<file path="config.mk">
export PLATFORM = sky130hd
export DESIGN_NAME = tpg_gate_logic
export DESIGN_NICKNAME = d
export VERILOG_FILES = /design/src/rtl/tpg_pkg.sv /design/src/rtl/tpg_phase.sv /design/src/rtl/tpg_gate_logic.sv
export VERILOG_INCLUDE_DIRS = /design/src /design/src/rtl
export SDC_FILE = /design/constraint.sdc
export NUM_CORES = 1
export LEC_CHECK = 0
export BUFFER_PORTS_ARGS = -buffer_cell sky130_fd_sc_hd__buf_2
export CORE_MARGIN = 4
export CORE_UTILIZATION = 37
export DETAILED_ROUTE_END_ITERATION = 7
export GPL_TIMING_DRIVEN = 0
export PLACE_DENSITY_LB_ADDON = 0.25
export SLEW_MARGIN = 20
export SYNTH_ARGS = -nofsm -noshare
export SYNTH_HDL_FRONTEND = slang
export SYNTH_SLANG_ARGS = --single-unit
export TNS_END_PERCENT = 1
</file>
<file path="constraint.sdc">
create_clock -name i_clk_sys -period 2.19 [get_ports i_clk_sys]
set_clock_uncertainty 0.05 [all_clocks]
set_input_delay 0.438 -clock i_clk_sys [delete_from_list [all_inputs] [get_ports i_clk_sys]]
set_output_delay 0.438 -clock i_clk_sys [all_outputs]
set_load 0.02 [all_outputs]
</file>
<file path="src/rtl/tpg_consts.svh">
// Contract
// - High-side command is active low; low requests high-side gate on.
// - Low-side command is active high; high requests low-side gate on.
// - Gates may turn on only while both enables are high, ANDed.
// - Either enable low forces all six gates off; other logic keeps running.
// - Enables act without waiting for any clock edge.
// - After re-enable, high side stays off until its low side was pulsed.
// - Reset low means low power with every output disabled.
// - Reset low clears internal logic within 77 ns, without a clock; registers here clear on the next clock edge.
// - Interlock and dead time keep both sides off together; each overridable.
// - Phase status low when phase source below half supply, else high.
// - Overcurrent comparator result goes out on its own status output.
// - Overcurrent status high means overcurrent, low otherwise.
// - Undriven high commands read inactive high, low commands inactive low.
`ifndef TPG_CONSTS_SVH
`define TPG_CONSTS_SVH
`define TPG_PHASES 3
`define TPG_DT_W 8
`define TPG_RESET_MAX_NS 77
`define TPG_CLK_NS 25
// Reset reach in cycles, rounded down, at least one
`define TPG_RESET_CYC ((`TPG_RESET_MAX_NS / `TPG_CLK_NS) < 1 ? 1 : (`TPG_RESET_MAX_NS / `TPG_CLK_NS))
`define TPG_OVR_XCOND 0
`define TPG_OVR_DEADT 1
`endif

</file>
<file path="src/rtl/tpg_pkg.sv">
`include "tpg_consts.svh"
package tpg_pkg;
    typedef enum logic [1:0] {
        TPG_OFF = 2'b00,
        TPG_DEAD = 2'b01,
        TPG_LOW = 2'b11,
        TPG_HIGH = 2'b10
    } tpg_phase_state_t;
endpackage

</file>
<file path="src/rtl/tpg_phase.sv">
`timescale 1ns/10ps
`include "tpg_consts.svh"
module tpg_phase
    import tpg_pkg::*;
(
    // Clock and reset
    input wire logic i_clk_sys,
    input wire logic i_srst,
    // Gating
    input wire logic i_gate_ok,
    input wire logic i_high_req,
    input wire logic i_low_req,
    // Configuration
    input wire logic [`TPG_DT_W-1:0] i_dead_cycles,
    input wire logic i_ovr_xcond,
    input wire logic i_ovr_dead,
    // Gate enables before the asynchronous mask
    output logic o_high_on,
    output logic o_low_on
);
    tpg_phase_state_t state, next_state;
    logic [`TPG_DT_W-1:0] dt_cnt, next_dt_cnt;
    logic primed, next_primed;
    logic want_high, want_low;

    // With interlock overridden both sides may be requested together; high still needs priming
    always_comb begin
        want_high = i_high_req && primed;
        want_low = i_low_req;
        if (!i_ovr_xcond && want_high && want_low) begin
            want_high = 1'b0;
            want_low = 1'b0;
        end
    end

    always_comb begin
        next_state = state;
        next_dt_cnt = dt_cnt;
        next_primed = primed;
        if (state == TPG_LOW) begin
            next_primed = 1'b1;
        end
        case (state)
            TPG_OFF: begin
                if (want_low) begin
                    next_state = TPG_LOW;
                end else if (want_high) begin
                    next_state = TPG_HIGH;
                end
            end
            TPG_DEAD: begin
                if (dt_cnt != '0) begin
                    next_dt_cnt = dt_cnt - 1'b1;
                end else begin
                    next_state = TPG_OFF;
                end
            end
            TPG_LOW: begin
                if (!want_low) begin
                    next_state = TPG_DEAD;
                    next_dt_cnt = i_dead_cycles;
                end
            end
            TPG_HIGH: begin
                if (!want_high) begin
                    next_state = TPG_DEAD;
                    next_dt_cnt = i_dead_cycles;
                end
            end
            default: begin
                next_state = TPG_OFF;
            end
        endcase
        if (!i_gate_ok) begin
            next_state = TPG_OFF;
            next_primed = 1'b0;
            next_dt_cnt = '0;
        end
    end

    always_ff @(posedge i_clk_sys) begin
        if (i_srst) begin
            state <= TPG_OFF;
            dt_cnt <= '0;
            primed <= 1'b0;
        end else begin
            state <= next_state;
            dt_cnt <= next_dt_cnt;
            primed <= next_primed;
        end
    end

    // Dead time override bypasses the sequencer; interlock still applies
    always_comb begin
        if (i_ovr_dead) begin
            o_high_on = want_high;
            o_low_on = want_low;
        end else begin
            o_high_on = (state == TPG_HIGH) && want_high;
            o_low_on = (state == TPG_LOW) && want_low;
        end
    end
endmodule

</file>
<file path="src/rtl/tpg_gate_logic.sv">
`timescale 1ns/10ps
`include "tpg_consts.svh"
module tpg_gate_logic
    import tpg_pkg::*;
(
    // Clock and reset
    input wire logic i_clk_sys,
    input wire logic i_srst,
    input wire logic i_reset_n,
    // Enables
    input wire logic i_drive_enable_first,
    input wire logic i_drive_enable_second,
    // Phase commands
    input wire logic [`TPG_PHASES-1:0] i_phase_high_cmd_n,
    input wire logic [`TPG_PHASES-1:0] i_phase_low_cmd,
    input wire logic [`TPG_PHASES-1:0] i_cmd_driven,
    // Configuration
    input wire logic [`TPG_DT_W-1:0] i_dead_cycles,
    input wire logic [1:0] i_override,
    // Comparators
    input wire logic [`TPG_PHASES-1:0] i_phase_src_above_half,
    input wire logic i_overcurrent_cmp,
    // Gate drives
    output logic [`TPG_PHASES-1:0] o_high_side_drive,
    output logic [`TPG_PHASES-1:0] o_low_side_drive,
    // Status
    output logic [`TPG_PHASES-1:0] o_phase_level_status,
    output logic o_overcurrent_flag,
    output logic o_low_power
);
    logic gate_ok;
    logic core_rst;
    logic [`TPG_PHASES-1:0] high_req, low_req, high_on, low_on;
    logic [`TPG_PHASES-1:0] next_phase_status, phase_status;
    logic next_oc, oc;

    // Pin reset reaches logic next clock (25 ns) and gates combinationally
    assign core_rst = i_srst || !i_reset_n;
    assign gate_ok = i_drive_enable_first && i_drive_enable_second;
    assign o_low_power = !i_reset_n;

    genvar p;
    generate
        for (p = 0; p < `TPG_PHASES; p = p + 1) begin : g_phase
            // Floating pins default to the inactive level
            assign high_req[p] = i_cmd_driven[p] && !i_phase_high_cmd_n[p];
            assign low_req[p] = i_cmd_driven[p] && i_phase_low_cmd[p];
            tpg_phase u_phase (
                .i_clk_sys(i_clk_sys),
                .i_srst(core_rst),
                .i_gate_ok(gate_ok),
                .i_high_req(high_req[p]),
                .i_low_req(low_req[p]),
                .i_dead_cycles(i_dead_cycles),
                .i_ovr_xcond(i_override[`TPG_OVR_XCOND]),
                .i_ovr_dead(i_override[`TPG_OVR_DEADT]),
                .o_high_on(high_on[p]),
                .o_low_on(low_on[p])
            );
        end
    endgenerate

    // Final mask is combinational so enables and reset need no clock edge
    always_comb begin
        if (gate_ok && i_reset_n && !i_srst) begin
            o_high_side_drive = high_on;
            o_low_side_drive = low_on;
        end else begin
            o_high_side_drive = '0;
            o_low_side_drive = '0;
        end
    end

    always_comb begin
        next_phase_status = i_phase_src_above_half;
        next_oc = i_overcurrent_cmp;
    end

    always_ff @(posedge i_clk_sys) begin
        if (core_rst) begin
            phase_status <= '0;
            oc <= 1'b0;
        end else begin
            phase_status <= next_phase_status;
            oc <= next_oc;
        end
    end

    // Outputs cleared on the next clock edge in low power, then held low
    assign o_phase_level_status = phase_status;
    assign o_overcurrent_flag = oc;
endmodule

</file>
==> results.py <==
metrics = {
    "outcome": {
        "result_of_the_run": "complete, no violations",
    },
    "synthesis": {
        "synth_area_um2": 2400,
        "synth_ff_type": "sky130_fd_sc_hd__dfxtp_1",
        "post_synth_net_total": 340,
        "netlist_instances": 306,
        "synth_seq_area_share_pct": 30.9,
        "postSynth.asyncResetShare_pct": 0,
        "synth-xor-area-share_pct": 0.365,
        "synth_compound_gate_area_share_pct": 29.5,
        "synth.mux.area_fraction_pct": 2.14,
        "post_synth_and_or_nand_nor_area_fraction_pct": 28.7,
        "flops_latches_synth": 37,
        "yosys.cell_types.count": 72,
        "synth_enable_flop_cells": 0,
        "adder_cell_area_share_of_the_yosys_netlist_pct": 3.13,
        "largest_family_of_logic_cells_by_synthesized_area": "compound AO/OA/AOI/OAI gates",
        "mean_instance_size_in_the_synthesized_netlist_um2": 7.83,
        "synth.yosys.warnings": 0,
    },
    "job": {
        "cap_violations": 0,
    },
    "grt": {
        "maximum_number_of_pins_on_one_net_before_global_route_repair": 20,
        "first_global_vias": 2282,
        "antenna_found_initial": 0,
        "grt_first_pass_wirelength_um": 10800,
        "globalRoute.totalOverflow": 0,
        "grtUsageTotal_pct": 17.2,
    },
    "layout": {
        "nNetsFinal": 383,
        "areaGrowthSynthToFinish_pct": 16.5,
        "share_of_post_route_cells_with_drive_strength_above_1_pct": 24.0,
        "filler_cell_count_in_the_final_layout": 685,
        "antenna_cells": 0,
        "stdcell_area_um2": 2790,
    },
    "sta": {
        "min_period_ns": 2.03,
        "final.hold.worst_slack_ns": 0.293,
        "timing.slew.headroom_pct": 63.8,
        "max_slew.worst_pin.slew_ns": 0.543,
        "final-setup-viol-count": 0,
        "timing.final.crit_share_pct": 92.5,
        "rsz0062_at_grt": "false",
        "slew_viol_final": 0,
        "fmax_ghz": 0.494,
        "hold_viol": 0,
    },
    "worst_setup_path": {
        "cp.arrival_ns": 1.54,
        "crit_chain": "buf_2 > nor2b_4 > and3_2 > buf_6 > o21ai_0 > nor3_1 > buf_2",
        "critPathMaxStageDelay_ns": 0.24,
        "regToRegStartpoint": "g_phase[2].u_phase.dt_cnt[0]",
        "worst_path_max_delay_cell": "sky130_fd_sc_hd__and3_2",
        "worst_setup_path_start_kind": "input port",
        "worst-r2r-setup-slack_ns": 0.27,
        "r2r-end": "g_phase[2].u_phase.dt_cnt[0]",
        "critPathRequiredTime_ns": 1.70,
        "worst-r2r-cell-count": 8,
        "worstSetupEndpointType": "output port",
        "critPathKind": "in2out",
        "critical_path.max_fanout": 10,
        "critical-path-top-cell-by-count": "sky130_fd_sc_hd__buf_2",
    },
    "clock_network": {
        "cts_buffer_depth": 2,
        "numClockSinks": 37,
        "number_of_h_tree_levels": 2,
        "numCtsBuffers": 5,
        "worst_skew_pair.late_latency_ns": 0.29,
        "clkSlewWorstSetupHoldPaths_ns": 0.07,
        "post_cts_setup_inserts": 0,
        "ctsRootBufferMaster": "sky130_fd_sc_hd__clkbuf_8",
        "clock_tree_from_tritoncts": "yes",
    },
    "routing": {
        "detailedRoute.firstIterationViolations": 143,
        "dr_total_vias": 2431,
        "route.final.wire_length_um": 6420,
        "detail-route-antenna-nets": 0,
        "post-route-drc-count": 0,
        "post_drt_via_cell_ratio": 5.69,
        "detail_route.first_pass.iterations": 4,
        "route.detailed.wl_per_inst_um": 15.0,
    },
    "worst_hold_path": {
        "hold_path_stages": 2,
        "worst_hold_path_type": "in2reg",
        "worstHoldStart": "i_phase_src_above_half[1]",
        "worstHoldEndpoint": "o_phase_level_status[1]",
    },
    "die": {
        "rows": 29,
        "floorplan.die.width_um": 88.5,
        "die_h_um": 88.5,
        "core-area_um2": 6310,
        "start_util_pct": 38.0,
        "design.portCount": 39,
        "die_footprint_um2": 7830,
    },
    "placed_design": {
        "port_buffers": 38,
        "place_area_um2": 2680,
        "dp_hpwl_um": 4800,
        "gp_routability_congestion": 0.871,
    },
    "power_and_ir_drop": {
        "power_frac_comb_pct": 9.5,
        "post-layout-total-power_w": 0.00126,
        "internal_power_w": 0.000943,
        "switching_share_pct": 25.2,
        "power.clock.fraction_pct": 36.7,
        "power_per_cell_area_nw_per_um2": 451,
        "leakagePower_nw": 1.06,
        "seq_power_share_pct": 53.9,
        "net-switching-power_w": 0.000317,
        "max-vdd-ir-drop_v": 0.000206,
    },
}
==> metrics by stage <==
step | setup slack [ns] | utilization [%] | std cells | TNS, ns
final | 0.164 | 44.2 | 427 | 0
after CTS | 0.0137 | 44.0 | 428 | 0
after detailed placement | -0.281 | 42.5 | 421 | -1.42
after floorplan | 0.0599 | - | 306 | 0
after global placement | -0.249 | 42.5 | 421 | -1.27
after global routing | 0.00624 | 44.2 | 427 | 0
==> worst max path at each step <==
stage / start / cells after the start / slack [ns] / endpoint
floorplan: i_reset_n / 4 / 0.06 / o_high_side_drive[1]
global placement: i_reset_n / 6 / -0.25 / o_high_side_drive[2]
detailed placement: i_reset_n / 6 / -0.28 / o_low_side_drive[1]
CTS: i_reset_n / 6 / 0.01 / o_low_side_drive[1]
global route: i_reset_n / 7 / 0.006 / o_high_side_drive[0]
finish: i_reset_n / 7 / 0.16 / o_high_side_drive[0]
==> repair_timing <==
| item | in CTS | in global routing |
|---|---|---|
| hold buffers | 0 | 0 |
| hold endpoints to repair | 0 | 0 |
| endpoints found under the setup margin | 6 | 6 |
| gates resized for setup | 6 | 8 |
==> area by class of cell <==
| class | instances | area, µm² | area share, % |
|---|---|---|---|
| inverters | 13 | 48.8 | 1.75 |
| clock buffers | 6 | 72.6 | 2.60 |
| clock inverters | 2 | 10.0 | 0.358 |
| multi-input cells | 240 | 1550 | 55.6 |
| well taps | 77 | 96.3 | 3.45 |
| plain buffers | 14 | 81.3 | 2.91 |
| repair buffers | 38 | 190 | 6.81 |
| flip-flops and latches | 37 | 741 | 26.5 |
==> worst max-delay path: cells and delay by family <==
family / cells / cell delay, ns
buffers and inverters: 3 / 0.43
and+or+nand+nor: 3 / 0.56
AOI/OAI and AO/OA: 1 / 0.09
==> per-layer routing <==
metal,GRT usage [%],share of wire [%]
met5,0,0
met4,5.36,2.0
met3,2.98,5.7
met2,27.0,45
met1,24.2,47
==> cell usage in the layout (no fill, tap or decap), drive strengths merged, types with 2 or more instances in the layout <==
cell type | Yosys | final
nand3b | 4 | 4
a32o | 7 | 7
and3 | 3 | 3
nor3b | 5 | 5
o21ai | 27 | 27
nor2 | 40 | 40
ha | 6 | 6
a31o | 2 | 2
a21o | 2 | 2
dfxtp | 37 | 37
nand2b | 4 | 4
buf | 7 | 47
o211ai | 2 | 2
or4 | 2 | 2
and2 | 4 | 4
a31oi | 3 | 3
a32oi | 2 | 2
a21oi | 30 | 30
clkinv | 0 | 2
mux2i | 4 | 4
nor2b | 3 | 3
nor3 | 16 | 16
nand3 | 10 | 10
a21boi | 2 | 2
a22oi | 3 | 3
clkbuf | 9 | 11
and2b | 3 | 3
a211oi | 4 | 4
o21a | 2 | 2
inv | 13 | 13
nor4 | 5 | 5
nand2 | 23 | 23
==> state kept, by name, indices dropped and copies added (netlist names) <==
| name | cells |
|---|---|
| o_overcurrent_flag | 1 |
| g_phase.u_phase.state | 6 |
| g_phase.u_phase.primed | 3 |
| o_phase_level_status | 3 |
| g_phase.u_phase.dt_cnt | 24 |
==> power by group through the flow <==
stage	clock network, W	logic [W]	registers [W]
final	0.000462	0.000119	0.000678
after global routing	0.000501	0.000130	0.000679
after CTS	0.000483	0.000115	0.000678
after detailed placement	0	0.000113	0.000694
after global placement	0	0.000112	0.000694
after floorplan	0	0.0000504	0.000698
==> synthesized netlist by cell type, types with 4 or more instances <==
master | n | area share, %
sky130_fd_sc_hd__nor2_1 | 38 | 6.0
sky130_fd_sc_hd__dfxtp_1 | 37 | 31
sky130_fd_sc_hd__a21oi_1 | 25 | 5.2
sky130_fd_sc_hd__nand2_1 | 23 | 3.6
sky130_fd_sc_hd__o21ai_0 | 17 | 3.5
sky130_fd_sc_hd__nor3_1 | 15 | 3.1
sky130_fd_sc_hd__inv_1 | 12 | 1.9
sky130_fd_sc_hd__nand3_1 | 10 | 2.1
sky130_fd_sc_hd__clkbuf_1 | 9 | 1.4
sky130_fd_sc_hd__a32o_1 | 7 | 2.9
sky130_fd_sc_hd__ha_1 | 6 | 3.1
sky130_fd_sc_hd__o21ai_1 | 6 | 1.3
sky130_fd_sc_hd__a21oi_2 | 5 | 1.8
sky130_fd_sc_hd__a211oi_1 | 4 | 1.3
sky130_fd_sc_hd__and2_1 | 4 | 1.0
sky130_fd_sc_hd__buf_2 | 4 | 0.84
sky130_fd_sc_hd__mux2i_1 | 4 | 1.7
sky130_fd_sc_hd__nand3b_1 | 4 | 1.3
sky130_fd_sc_hd__nor3b_1 | 4 | 1.3
==> cell families (layout without fill, tap and decap cells) <==
| family | after synthesis | count (layout) |
|---|---|---|
| XOR/XNOR | 1 | 1 |
| AND/OR/NAND/NOR | 128 | 128 |
| buffers and inverters | 29 | 73 |
| adder cells (fa/ha/maj) | 6 | 6 |
| flip-flops | 37 | 37 |
| multiplexers | 5 | 5 |
| AO/OA/AOI/OAI | 100 | 100 |
No activity file was read; power rests on OpenSTA's default activity.
